File: config.mk
export PLATFORM = sky130hd
export DESIGN_NAME = rtih_framer
export DESIGN_NICKNAME = d
export VERILOG_FILES = /design/src/pkg/rtih_pkg.sv /design/src/design/rtih_fifo.sv /design/src/design/rtih_framer.sv
export SDC_FILE = /design/constraint.sdc
export NUM_CORES = 2
export LEC_CHECK = 0
export BUFFER_PORTS_ARGS = -buffer_cell sky130_fd_sc_hd__clkbuf_2
export CORE_MARGIN = 1
export CORE_UTILIZATION = 25
export DETAILED_ROUTE_END_ITERATION = 16
export SLEW_MARGIN = 20
export SYNTH_ARGS = -nofsm -noshare
export SYNTH_HDL_FRONTEND = slang
export SYNTH_SLANG_ARGS = --single-unit
File: constraint.sdc
create_clock -name CORE_CLK_I -period 2.8 [get_ports CORE_CLK_I]
set_input_delay 0.42 -clock CORE_CLK_I [delete_from_list [all_inputs] [get_ports CORE_CLK_I]]
set_output_delay 0.42 -clock CORE_CLK_I [all_outputs]
set_load 0.02 [all_outputs]
File: src/pkg/rtih_pkg.sv
// Package: constants and carrier types of the pairing telegram framer
package rtih_pkg;

   // Value register layout
   localparam int VAL_W = 16;
   localparam int NUM_VALS = 7;
   localparam int ID_W = 32;
   localparam int PROF_W = 24;
   localparam int MAX_BYTES = 12;

   // Send option that arms one automatic pairing response
   localparam logic [3:0] SEND_OPT_PAIR_ONCE = 4'h4;

   // Telegram organisation codes
   localparam logic [7:0] ORG_PAIR = 8'hD4;
   localparam logic [7:0] ORG_VARLEN = 8'hD2;
   localparam logic [7:0] ORG_MAKER = 8'hD1;
   localparam logic [7:0] ORG_MBOX_EMPTY = 8'hF0;

   // Payload length limits
   localparam logic [15:0] MAX_LEN_PLAIN = 16'h000C;
   localparam logic [15:0] MAX_LEN_ADDR = 16'h0009;
   localparam logic [3:0] PAIR_LEN = 4'h7;
   localparam logic [3:0] SRC_ID_LAST = 4'h3;

   // First teach-in byte fields
   localparam int DIR_BIT = 7;
   localparam int RESP_BIT = 6;
   localparam int KIND_HI = 5;
   localparam int KIND_LO = 4;
   localparam logic [1:0] KIND_PAIR = 2'h0;
   localparam logic [1:0] KIND_DEL = 2'h1;
   localparam logic [1:0] KIND_ANY = 2'h2;
   localparam logic [1:0] KIND_UNUSED = 2'h3;
   localparam logic [3:0] PAIR_CMD_QUERY = 4'h0;
   localparam logic [3:0] PAIR_CMD_RESP = 4'h1;
   localparam logic [1:0] RES_ACCEPT = 2'h1;
   localparam logic [1:0] RES_DELETED = 2'h2;

   // Output buffer
   localparam int FIFO_DEPTH = 8;
   localparam int FIFO_W = 9;

   typedef enum logic [1:0] {TXK_PAIR = 2'h0, TXK_VARLEN = 2'h1, TXK_MAKER = 2'h2} rtih_txk_t;
   typedef enum logic {RXK_QUERY = 1'b0, RXK_POLL = 1'b1} rtih_rxk_t;

   typedef logic [NUM_VALS-1:0][VAL_W-1:0] rtih_values_t;

   // Host transmit request
   typedef struct packed {
      rtih_txk_t kind;
      logic addressed;
      rtih_values_t values;
   } rtih_host_tx_t;

   // Received radio event
   typedef struct packed {
      rtih_rxk_t kind;
      logic [ID_W-1:0] id;
      logic [7:0] db6;
      logic [7:0] chan;
      logic [10:0] mfr;
      logic [7:0] ptype;
      logic [7:0] pfunc;
      logic [7:0] prorg;
      logic acked;
      logic repeated;
   } rtih_rx_evt_t;

   // Telegram ready for serialising
   typedef struct packed {
      logic [7:0] org;
      logic [3:0] len;
      logic addressed;
      logic [ID_W-1:0] dst;
      logic [MAX_BYTES-1:0][7:0] data;
   } rtih_frame_t;

endpackage

File: src/design/rtih_fifo.sv
// Synchronous valid/ready FIFO for the outgoing byte stream
`timescale 1ns/1ps
module rtih_fifo #(
   parameter int WIDTH = 9,
   parameter int DEPTH = 8
) (
   // Clock and reset
   input wire logic clk_i,
   input wire logic rst_i,
   // Fill side
   input wire logic in_valid_i,
   output logic in_ready_o,
   input wire logic [WIDTH-1:0] in_data_i,
   // Drain side
   output logic out_valid_o,
   input wire logic out_ready_i,
   output logic [WIDTH-1:0] out_data_o
);
   localparam int AW = $clog2(DEPTH);

   logic [WIDTH-1:0] mem_q [DEPTH];
   logic [AW-1:0] wr_q;
   logic [AW-1:0] rd_q;
   logic [AW:0] cnt_q;
   logic push;
   logic pop;

   // Honest full and empty
   assign in_ready_o = (cnt_q != (AW+1)'(DEPTH));
   assign out_valid_o = (cnt_q != '0);
   assign push = in_valid_i && in_ready_o;
   assign pop = out_valid_o && out_ready_i;
   assign out_data_o = mem_q[rd_q];

   // Storage
   always_ff @(posedge clk_i) begin
      if (push) begin
         mem_q[wr_q] <= in_data_i;
      end
   end

   // Pointers and occupancy
   always_ff @(posedge clk_i) begin
      if (rst_i) begin
         wr_q <= '0;
         rd_q <= '0;
         cnt_q <= '0;
      end else begin
         if (push) begin
            wr_q <= (wr_q == AW'(DEPTH - 1)) ? '0 : wr_q + 1'b1;
         end
         if (pop) begin
            rd_q <= (rd_q == AW'(DEPTH - 1)) ? '0 : rd_q + 1'b1;
         end
         cnt_q <= cnt_q + (AW+1)'(push) - (AW+1)'(pop);
      end
   end
endmodule

File: src/design/rtih_framer.sv
// Pairing telegram framer for one transmit channel, with mailbox
// Functional notes
// - Armed channel answers an incoming pairing query without further host action.
// - Send option 4 arms the channel; one query gets one pairing response.
// - Completed pairing loads partner id and profile code into channel registers.
// - Pairing loads are volatile until host rewrites channel with function 16.
// - Host-written pairing query or response is sent as a telegram.
// - First value bit 7 selects one-way (0) or two-way (1) operation.
// - First value bit 6 at 0 expects a response, at 1 does not.
// - Bits 5:4: pair, delete, unspecified; code 3 unused.
// - Second value holds the channel number to be paired.
// - Values 3-7: maker code low, high, profile type, function, organisation.
// - Mailbox holds message for acknowledged sensor; poll gets it or empty message.
// - Mailbox set up during pairing; repeated acknowledged sensors cannot pair.
// - Changing source identifier deletes the mailbox; pairing must be repeated.
// - First value gives payload length: at most 12, or 9 when addressed.
// - Payload bytes two per value, earlier byte in upper half.
`timescale 1ns/1ps
module rtih_framer (
   // Clock and reset
   input wire logic CORE_CLK_I,
   input wire logic RST_I,
   // Host channel configuration
   input wire logic ARM_WR_I,
   input wire logic [3:0] SEND_OPT_I,
   input wire logic SRC_ID_WR_I,
   input wire logic [rtih_pkg::ID_W-1:0] SRC_ID_I,
   input wire logic PERSIST_WR_I,
   input wire logic [rtih_pkg::ID_W-1:0] DEST_ID_I,
   input wire logic [rtih_pkg::PROF_W-1:0] PROF_I,
   // Host transmit request
   input wire logic TX_REQ_I,
   input wire rtih_pkg::rtih_host_tx_t TX_CMD_I,
   // Radio receive events
   input wire logic RX_VALID_I,
   input wire rtih_pkg::rtih_rx_evt_t RX_EVT_I,
   // Channel status
   output logic ARMED_O,
   output logic PAIRED_O,
   output logic VOLATILE_O,
   output logic [rtih_pkg::ID_W-1:0] DEST_ID_O,
   output logic [rtih_pkg::PROF_W-1:0] PROF_O,
   output logic MBOX_EN_O,
   output logic MBOX_FULL_O,
   output logic HOST_BUSY_O,
   output logic LEN_ERR_O,
   // Outgoing telegram byte stream
   output logic TX_VALID_O,
   input wire logic TX_READY_I,
   output logic [7:0] TX_DATA_O,
   output logic TX_LAST_O
);
   import rtih_pkg::*;

   typedef enum logic [2:0] {
      ST_IDLE = 3'b000,
      ST_HEAD = 3'b001,
      ST_DATA = 3'b011,
      ST_SRC = 3'b010,
      ST_DST = 3'b110
   } rtih_state_t;

   ////////////////////////////////////////////////////////////////////////////
   // Frame builders

   // Automatic response to a received pairing query
   function automatic rtih_frame_t f_pair_resp(input rtih_rx_evt_t ev);
      rtih_frame_t f;
      f = '0;
      f.org = ORG_PAIR;
      f.len = PAIR_LEN;
      f.addressed = 1'b1;
      f.dst = ev.id;
      f.data[0] = {1'b1, 1'b1,
         (ev.db6[KIND_HI:KIND_LO] == KIND_DEL) ? RES_DELETED : RES_ACCEPT,
         PAIR_CMD_RESP};
      f.data[1] = ev.chan;
      f.data[2] = ev.mfr[7:0];
      f.data[3] = {5'h00, ev.mfr[10:8]};
      f.data[4] = ev.ptype;
      f.data[5] = ev.pfunc;
      f.data[6] = ev.prorg;
      return f;
   endfunction

   // Host frame from the seven value registers
   function automatic rtih_frame_t f_host(input rtih_host_tx_t c, input logic [ID_W-1:0] dst);
      rtih_frame_t f;
      f = '0;
      f.addressed = c.addressed;
      f.dst = dst;
      if (c.kind == TXK_PAIR) begin
         f.org = ORG_PAIR;
         f.len = PAIR_LEN;
         for (int i = 0; i < NUM_VALS; i++) begin
            f.data[i] = c.values[i][7:0];
         end
      end else begin
         f.org = (c.kind == TXK_MAKER) ? ORG_MAKER : ORG_VARLEN;
         f.len = c.values[0][3:0];
         for (int k = 0; k < MAX_BYTES / 2; k++) begin
            f.data[2*k] = c.values[1+k][15:8];
            f.data[2*k+1] = c.values[1+k][7:0];
         end
      end
      return f;
   endfunction

   ////////////////////////////////////////////////////////////////////////////
   // Event decode

   logic armed_q;
   logic paired_q;
   logic vol_q;
   logic [ID_W-1:0] dest_q;
   logic [PROF_W-1:0] prof_q;
   logic [ID_W-1:0] src_q;
   logic mbox_en_q;
   logic mbox_full_q;
   logic [ID_W-1:0] mbox_owner_q;
   rtih_frame_t mbox_frm_q;
   logic resp_pend_q;
   rtih_frame_t resp_frm_q;
   logic poll_pend_q;
   rtih_frame_t poll_frm_q;
   logic host_pend_q;
   rtih_frame_t host_frm_q;
   logic len_err_q;
   rtih_state_t st_q;
   rtih_frame_t cur_q;
   logic [3:0] cnt_q;

   logic is_query;
   logic query_ok;
   logic query_del;
   logic is_poll;
   logic src_change;
   logic len_bad;
   logic host_take;
   logic to_mbox;
   logic take_resp;
   logic take_poll;
   logic take_host;
   logic fifo_in_ready;
   logic push;
   logic last_byte;
   logic [7:0] byte_d;
   logic [FIFO_W-1:0] fifo_out;

   // Query acceptance: armed, legal kind, query command, no repeater for acked sensors
   assign is_query = RX_VALID_I && (RX_EVT_I.kind == RXK_QUERY);
   assign query_ok = is_query && armed_q
      && (RX_EVT_I.db6[KIND_HI:KIND_LO] != KIND_UNUSED)
      && (RX_EVT_I.db6[3:0] == PAIR_CMD_QUERY)
      && !(RX_EVT_I.acked && RX_EVT_I.repeated);
   assign query_del = RX_EVT_I.db6[KIND_HI:KIND_LO] == KIND_DEL;
   assign is_poll = RX_VALID_I && (RX_EVT_I.kind == RXK_POLL) && mbox_en_q
      && (RX_EVT_I.id == mbox_owner_q);
   assign src_change = SRC_ID_WR_I && (SRC_ID_I != src_q);

   // Host request checks
   assign len_bad = (TX_CMD_I.kind != TXK_PAIR)
      && (TX_CMD_I.values[0] > (TX_CMD_I.addressed ? MAX_LEN_ADDR : MAX_LEN_PLAIN));
   assign host_take = TX_REQ_I && !len_bad && !host_pend_q;
   assign to_mbox = host_take && mbox_en_q && (TX_CMD_I.kind != TXK_PAIR);

   // Arbitration at idle: response, then poll answer, then host
   assign take_resp = (st_q == ST_IDLE) && resp_pend_q;
   assign take_poll = (st_q == ST_IDLE) && !resp_pend_q && poll_pend_q;
   assign take_host = (st_q == ST_IDLE) && !resp_pend_q && !poll_pend_q && host_pend_q;

   ////////////////////////////////////////////////////////////////////////////
   // Channel registers

   // Arming for one automatic response
   always_ff @(posedge CORE_CLK_I) begin
      if (RST_I) begin
         armed_q <= 1'b0;
      end else if (ARM_WR_I) begin
         armed_q <= (SEND_OPT_I == SEND_OPT_PAIR_ONCE);
      end else if (query_ok) begin
         armed_q <= 1'b0;
      end
   end

   // Target identifier and profile, volatile flag
   always_ff @(posedge CORE_CLK_I) begin
      if (RST_I) begin
         paired_q <= 1'b0;
         vol_q <= 1'b0;
         dest_q <= '0;
         prof_q <= '0;
      end else if (query_ok) begin
         paired_q <= !query_del;
         vol_q <= 1'b1;
         dest_q <= RX_EVT_I.id;
         prof_q <= {RX_EVT_I.prorg, RX_EVT_I.pfunc, RX_EVT_I.ptype};
      end else if (PERSIST_WR_I) begin
         vol_q <= 1'b0;
         dest_q <= DEST_ID_I;
         prof_q <= PROF_I;
      end
   end

   // Source identifier used in every telegram
   always_ff @(posedge CORE_CLK_I) begin
      if (RST_I) begin
         src_q <= '0;
      end else if (SRC_ID_WR_I) begin
         src_q <= SRC_ID_I;
      end
   end

   // Mailbox setup, deletion and content
   always_ff @(posedge CORE_CLK_I) begin
      if (RST_I) begin
         mbox_en_q <= 1'b0;
         mbox_full_q <= 1'b0;
         mbox_owner_q <= '0;
         mbox_frm_q <= '0;
      end else if (query_ok && RX_EVT_I.acked) begin
         mbox_en_q <= !query_del;
         mbox_full_q <= 1'b0;
         mbox_owner_q <= RX_EVT_I.id;
      end else if (src_change) begin
         mbox_en_q <= 1'b0;
         mbox_full_q <= 1'b0;
      end else if (to_mbox) begin
         mbox_full_q <= 1'b1;
         mbox_frm_q <= f_host(TX_CMD_I, mbox_owner_q);
      end else if (is_poll) begin
         mbox_full_q <= 1'b0;
      end
   end

   ////////////////////////////////////////////////////////////////////////////
   // Pending telegrams (a new set wins over the take)

   // Automatic pairing response
   always_ff @(posedge CORE_CLK_I) begin
      if (RST_I) begin
         resp_pend_q <= 1'b0;
         resp_frm_q <= '0;
      end else if (query_ok) begin
         resp_pend_q <= 1'b1;
         resp_frm_q <= f_pair_resp(RX_EVT_I);
      end else if (take_resp) begin
         resp_pend_q <= 1'b0;
      end
   end

   // Answer to a mailbox poll
   always_ff @(posedge CORE_CLK_I) begin
      if (RST_I) begin
         poll_pend_q <= 1'b0;
         poll_frm_q <= '0;
      end else if (is_poll) begin
         poll_pend_q <= 1'b1;
         if (mbox_full_q) begin
            poll_frm_q <= mbox_frm_q;
         end else begin
            poll_frm_q <= '{org: ORG_MBOX_EMPTY, len: 4'h0, addressed: 1'b1,
               dst: mbox_owner_q, data: '0};
         end
      end else if (take_poll) begin
         poll_pend_q <= 1'b0;
      end
   end

   // Host telegram, refused while one is still waiting
   always_ff @(posedge CORE_CLK_I) begin
      if (RST_I) begin
         host_pend_q <= 1'b0;
         host_frm_q <= '0;
      end else if (host_take && !to_mbox) begin
         host_pend_q <= 1'b1;
         host_frm_q <= f_host(TX_CMD_I, dest_q);
      end else if (take_host) begin
         host_pend_q <= 1'b0;
      end
   end

   // Length error pulse
   always_ff @(posedge CORE_CLK_I) begin
      if (RST_I) begin
         len_err_q <= 1'b0;
      end else begin
         len_err_q <= TX_REQ_I && len_bad;
      end
   end

   ////////////////////////////////////////////////////////////////////////////
   // Serialiser

   // Byte selection per state
   always_comb begin
      byte_d = cur_q.org;
      last_byte = 1'b0;
      unique case (st_q)
         ST_HEAD: begin
            byte_d = cur_q.org;
         end
         ST_DATA: begin
            byte_d = cur_q.data[cnt_q];
         end
         ST_SRC: begin
            byte_d = src_q[8*(3-cnt_q) +: 8];
            last_byte = (cnt_q == SRC_ID_LAST) && !cur_q.addressed;
         end
         ST_DST: begin
            byte_d = cur_q.dst[8*(3-cnt_q) +: 8];
            last_byte = (cnt_q == SRC_ID_LAST);
         end
         default: begin
            byte_d = cur_q.org;
         end
      endcase
   end

   assign push = (st_q != ST_IDLE) && fifo_in_ready;

   // Frame walk, stalled by the buffer
   always_ff @(posedge CORE_CLK_I) begin
      if (RST_I) begin
         st_q <= ST_IDLE;
         cnt_q <= '0;
         cur_q <= '0;
      end else begin
         unique case (st_q)
            ST_IDLE: begin
               cnt_q <= '0;
               if (take_resp) begin
                  cur_q <= resp_frm_q;
                  st_q <= ST_HEAD;
               end else if (take_poll) begin
                  cur_q <= poll_frm_q;
                  st_q <= ST_HEAD;
               end else if (take_host) begin
                  cur_q <= host_frm_q;
                  st_q <= ST_HEAD;
               end
            end
            ST_HEAD: begin
               if (push) begin
                  st_q <= (cur_q.len == 4'h0) ? ST_SRC : ST_DATA;
               end
            end
            ST_DATA: begin
               if (push) begin
                  if (cnt_q == cur_q.len - 4'h1) begin
                     cnt_q <= '0;
                     st_q <= ST_SRC;
                  end else begin
                     cnt_q <= cnt_q + 4'h1;
                  end
               end
            end
            ST_SRC: begin
               if (push) begin
                  cnt_q <= (cnt_q == SRC_ID_LAST) ? 4'h0 : cnt_q + 4'h1;
                  if (cnt_q == SRC_ID_LAST) begin
                     st_q <= cur_q.addressed ? ST_DST : ST_IDLE;
                  end
               end
            end
            ST_DST: begin
               if (push) begin
                  cnt_q <= (cnt_q == SRC_ID_LAST) ? 4'h0 : cnt_q + 4'h1;
                  if (cnt_q == SRC_ID_LAST) begin
                     st_q <= ST_IDLE;
                  end
               end
            end
            default: begin
               st_q <= ST_IDLE;
            end
         endcase
      end
   end

   // Output buffer
   rtih_fifo #(.WIDTH(FIFO_W), .DEPTH(FIFO_DEPTH)) u_fifo (
      .clk_i(CORE_CLK_I),
      .rst_i(RST_I),
      .in_valid_i(st_q != ST_IDLE),
      .in_ready_o(fifo_in_ready),
      .in_data_i({last_byte, byte_d}),
      .out_valid_o(TX_VALID_O),
      .out_ready_i(TX_READY_I),
      .out_data_o(fifo_out)
   );

   // Status outputs
   assign TX_DATA_O = fifo_out[7:0];
   assign TX_LAST_O = fifo_out[8];
   assign ARMED_O = armed_q;
   assign PAIRED_O = paired_q;
   assign VOLATILE_O = vol_q;
   assign DEST_ID_O = dest_q;
   assign PROF_O = prof_q;
   assign MBOX_EN_O = mbox_en_q;
   assign MBOX_FULL_O = mbox_full_q;
   assign HOST_BUSY_O = host_pend_q;
   assign LEN_ERR_O = len_err_q;

   ////////////////////////////////////////////////////////////////////////////
   // Assertions

   property p_arm;
      @(posedge CORE_CLK_I) disable iff (RST_I)
      ARM_WR_I && (SEND_OPT_I == SEND_OPT_PAIR_ONCE) |=> armed_q;
   endproperty
   a_arm: assert property (p_arm) else $error("arm not taken");

   property p_auto_resp;
      @(posedge CORE_CLK_I) disable iff (RST_I)
      query_ok && !ARM_WR_I |=> resp_pend_q && !armed_q ##[1:40] (st_q == ST_HEAD);
   endproperty
   a_auto_resp: assert property (p_auto_resp) else $error("no response");

   property p_load_dest;
      @(posedge CORE_CLK_I) disable iff (RST_I)
      query_ok |=> (dest_q == $past(RX_EVT_I.id)) && vol_q;
   endproperty
   a_load_dest: assert property (p_load_dest) else $error("dest not loaded");

   property p_persist;
      @(posedge CORE_CLK_I) disable iff (RST_I)
      PERSIST_WR_I && !query_ok |=> !vol_q && (dest_q == $past(DEST_ID_I));
   endproperty
   a_persist: assert property (p_persist) else $error("persist failed");

   property p_resp_bits;
      @(posedge CORE_CLK_I) disable iff (RST_I)
      query_ok |=> resp_frm_q.data[0][DIR_BIT] && resp_frm_q.data[0][RESP_BIT]
         && (resp_frm_q.data[1] == $past(RX_EVT_I.chan));
   endproperty
   a_resp_bits: assert property (p_resp_bits) else $error("response bits");

   property p_unused_kind;
      @(posedge CORE_CLK_I) disable iff (RST_I)
      is_query && (RX_EVT_I.db6[KIND_HI:KIND_LO] == KIND_UNUSED) |-> !query_ok;
   endproperty
   a_unused_kind: assert property (p_unused_kind) else $error("unused kind");

   property p_src_del;
      @(posedge CORE_CLK_I) disable iff (RST_I)
      src_change && !(query_ok && RX_EVT_I.acked) |=> !mbox_en_q && !mbox_full_q;
   endproperty
   a_src_del: assert property (p_src_del) else $error("mailbox kept");

   property p_len;
      @(posedge CORE_CLK_I) disable iff (RST_I)
      TX_REQ_I && len_bad && !host_pend_q |=> LEN_ERR_O && !host_pend_q;
   endproperty
   a_len: assert property (p_len) else $error("length not refused");

   property p_pack;
      @(posedge CORE_CLK_I) disable iff (RST_I)
      host_take && !to_mbox && (TX_CMD_I.kind == TXK_VARLEN)
         |=> (host_frm_q.data[0] == $past(TX_CMD_I.values[1][15:8]))
         && (host_frm_q.data[1] == $past(TX_CMD_I.values[1][7:0]));
   endproperty
   a_pack: assert property (p_pack) else $error("packing wrong");

   property p_empty_mbox;
      @(posedge CORE_CLK_I) disable iff (RST_I)
      is_poll && !mbox_full_q && !query_ok |=> poll_pend_q
         && (poll_frm_q.org == ORG_MBOX_EMPTY);
   endproperty
   a_empty_mbox: assert property (p_empty_mbox) else $error("no empty answer");

   property p_repeater;
      @(posedge CORE_CLK_I) disable iff (RST_I)
      is_query && RX_EVT_I.acked && RX_EVT_I.repeated && !src_change |=> $stable(mbox_en_q);
   endproperty
   a_repeater: assert property (p_repeater) else $error("repeater paired");

   c_pair: cover property (@(posedge CORE_CLK_I) disable iff (RST_I) query_ok);
   c_poll: cover property (@(posedge CORE_CLK_I) disable iff (RST_I) is_poll && mbox_full_q);
   c_send: cover property (@(posedge CORE_CLK_I) disable iff (RST_I)
      TX_VALID_O && TX_READY_I && TX_LAST_O);
endmodule

==> results.tsv <==
stage	metric	value	unit
routing	routed_wl	136000	um
routing	m1WireLength	61500	um
min_path	min-delay-start	RX_EVT_I[29]	
cts	cts_tree	done	
routing	met3_length	8340	um
run	maxCapViolations	0	
min_path	holdPathEnd	resp_frm_q[19]$_SDFFE_PP0P_	
die	die_area	150000	sq um
worst_setup_path	r2r_cells	7	
sta	holdWs	27.9	ps
placement	finalWeightedCongestion	0.863	
synthesis	ys_dominant_reg_cell	dfxtp_1	
routing	wl_per_cell	20.2	um
routing	dr_wl_met2	60700	um
routing	dr.pass1.iters	6	
placement	dp_hpwl	93600	um
die	fp.dieH	387	um
cells_and_area	post_route_cells_drive_above_1_share	18.3	%
sta	setup_violations	0	
die	die_x	387	um
sta	timing.fmax	359	MHz
cts	cts_buffers	95	
cts	clk_latency	730	ps
pwr	p_leak	16.4	nW
worst_setup_path	regToRegSetupSlack	20	ps
die	num_rows	141	
die	core-area	148000	sq um
placement	io_buffer_count	371	
worst_setup_path	cp_data_required_time	3450	ps
synthesis	synth_cell_types	57	
cells_and_area	layout.area.seq	17700	sq um
cells_and_area	finalInstanceArea	46300	sq um
cts	cts.sinks	848	
cells_and_area	multiInputGateArea	17800	sq um
routing	top_layer	met5	
sta	min_period_over_period	99.4	%
worst_setup_path	critPathLaunch	src_q[29]$_SDFFE_PP0P_	
worst_setup_path	r2r-end	mbox_frm_q[69]$_SDFFE_PP0P_	
synthesis	syn_area	37100	sq um
grt	overflow	0	
grt	grt_pass1_wl	204000	um
cts	htreeDepth	3	
worst_setup_path	path_class	reg -> reg	
cts	cts.clk_slew.worst_paths	60	ps
pwr	total_power	30.6	mW
sta	finClkSkew	42.5	ps
routing	routed_via_density	5.00	
grt	antenna_found_initial	27	
worst_setup_path	cp.arrival	3430	ps
synthesis	synth_edf_count	72	
grt	grtUsageTotal	17.6	%
synthesis	syn_inst	4423	
routing	vias	33800	
sta	drv_slew	0	
sta	slew-limit-headroom	33.8	%
die	pin_count	374	
worst_setup_path	cp-start-kind	register	
min_path	holdCritPathClass	in -> reg	
worst_setup_path	end_kind	register	
cts	cts_buffer_depth	3	
grt	grt_pass1_vias	31600	
min_path	hold_depth	3	
routing	antenna_left	0	
sta	fin_setup_tns	0	ps
cells_and_area	area_growth_syn_to_layout	24.7	%
pwr	max-vdd-ir-drop	573	uV
synthesis	ys_ff_latch	848	
synthesis	avgSynthCellArea	8.40	sq um
cells_and_area	n_fill_cell	15400	
synthesis	syn_nets	4740	
placement	post-place-ws	-29.7	ps
synthesis	yosysWarnings	0	
sta	tightest_slew	990	ps
synthesis	async_flop_share	0	%
cts	clockRootBuffer	clkbuf_16	
routing	drc_errors	0	
worst_setup_path	r2r-start	src_q[29]$_SDFFE_PP0P_	
sta	post-route-worst-setup-slack	18.2	ps
sta	fin_crit	2780	ps
run_status	status	completed	
placement	place_area	41700	sq um
sta	final-hold-violation-count	0	
cells_and_area	finalNetCount	5057	
synthesis	ys_seq_area_share	47.7	%
die	initial_core_util	25.1	%
routing	initialDrtViolationCount	2929	
worst_setup_path	critPathMaxFanout	73	
pwr	power_density	660	nW/um^2
grt	grt_max_degree	134	
[cell families after synthesis]
kind of cell             share of synthesized area (%)
multiplexers                                      8.65
AO/OA/AOI/OAI                                     17.6
flip-flops                                        47.7
buffers and inverters                             4.65
XOR/XNOR                                          1.75
adder cells (fa/ha/maj)                          0.559
AND/OR/NAND/NOR                                   19.1
[worst max-delay path by stage]
| stage | to | cells after the start |
|---|---|---|
| 6_report | mbox_frm_q[69]$_SDFFE_PP0P_ | 7 |
| 5_1_grt | mbox_frm_q[59]$_SDFFE_PP0P_ | 7 |
| 4_1_cts | TX_DATA_O[0] | 4 |
| 3_5_place_dp | mbox_frm_q[6]$_SDFFE_PP0P_ | 9 |
| 3_3_place_gp | mbox_frm_q[51]$_SDFFE_PP0P_ | 9 |
| 2_1_floorplan | u_fifo.mem_q[0][0]$_DFFE_PP_ | 6 |
[power by group]
group	switching [mW]	internal, mW
clock network	5.55	7.73
logic	2.77	1.64
registers	0.295	12.6
[what timing repair did]
action / 4_1_cts / 5_1_grt
gates resized for setup: 3 / 10
pin swaps: 0 / 1
hold endpoints to repair: 142 / 0
buffers inserted: 0 / 1
setup endpoints to repair: 9 / 101
cloned: 0 / 2
hold buffers: 107 / 0
[routing by layer]
layer	global-route usage, %	vias to the layer above
met5	0	-
met4	7.36	38
met3	3.32	254
met2	26.9	1056
met1	24.1	16200
li1	-	16200
[state kept, by name (all words and copies together) (netlist names), 3 cells and up, named ones only]
signal	flops
u_fifo.rd_q	3
host_frm_q	137
u_fifo.cnt_q	4
mbox_frm_q	137
st_q	3
mbox_owner_q	32
poll_frm_q	138
resp_frm_q	78
src_q	32
cur_q	138
DEST_ID_O	32
u_fifo.mem_q	72
cnt_q	4
PROF_O	24
u_fifo.wr_q	3
[worst max-delay path, cell delays in order, from the launching register on]
cell and delay [ps]:
dfxtp_1 460, xor2_1 150, nor4_2 320, nand2_1 150
o41a_2 550, buf_12 180, or4_1 580, a21oi_1 160
[cell usage after synthesis (22+ instances only)]
library cell | n | area [sq um]
nor2_1 | 470 | 1760
clkbuf_1 | 325 | 1220
nor3_1 | 22 | 110
mux4_2 | 53 | 1190
nand3_1 | 154 | 771
edfxtp_1 | 72 | 2160
o21ai_0 | 126 | 631
xor2_1 | 34 | 298
buf_1 | 41 | 154
nand4_1 | 65 | 407
xnor2_1 | 40 | 350
a31oi_1 | 54 | 338
a211oi_1 | 102 | 766
a21oi_1 | 641 | 3210
o31ai_1 | 85 | 638
dfxtp_1 | 776 | 15500
or4_1 | 35 | 263
a2111oi_0 | 65 | 569
buf_2 | 49 | 245
nand3b_1 | 27 | 203
mux2i_1 | 89 | 891
inv_1 | 23 | 86.3
o22ai_1 | 23 | 144
nand2_1 | 840 | 3150
mux2_2 | 100 | 1130
[area by class of cell]
type,count,area share (%)
multi-input cells,3134,38.5
flip-flops and latches,848,38.3
repair buffers,637,10.6
diodes,4,0.0216
inverters,24,0.195
clock inverters,48,1.41
well taps,1930,5.21
clock buffers,129,5.87
[stage by stage]
step | std cells | util [%]
floorplan | 4423 | -
global placement | 6463 | 28.3
detailed placement | 6463 | 28.3
CTS | 6747 | 31.3
global route | 6751 | 31.4
finish | 6754 | 31.4
[cells in the final DEF, fill, tap and decap left out, drive strengths merged, types with 72 or more instances in the layout]
master       netlist  layout
buf               92     159
dlygate4sd3        0     107
a21oi            641     641
clkbuf           325     500
o31ai             85      85
edfxtp            72      72
mux2i             89      89
dfxtp            776     776
a211oi           102     102
nand2            840     840
nor2             470     470
mux2             100     100
nand3            154     154
o21ai            127     127
No activity file was read; power rests on OpenSTA's default activity.
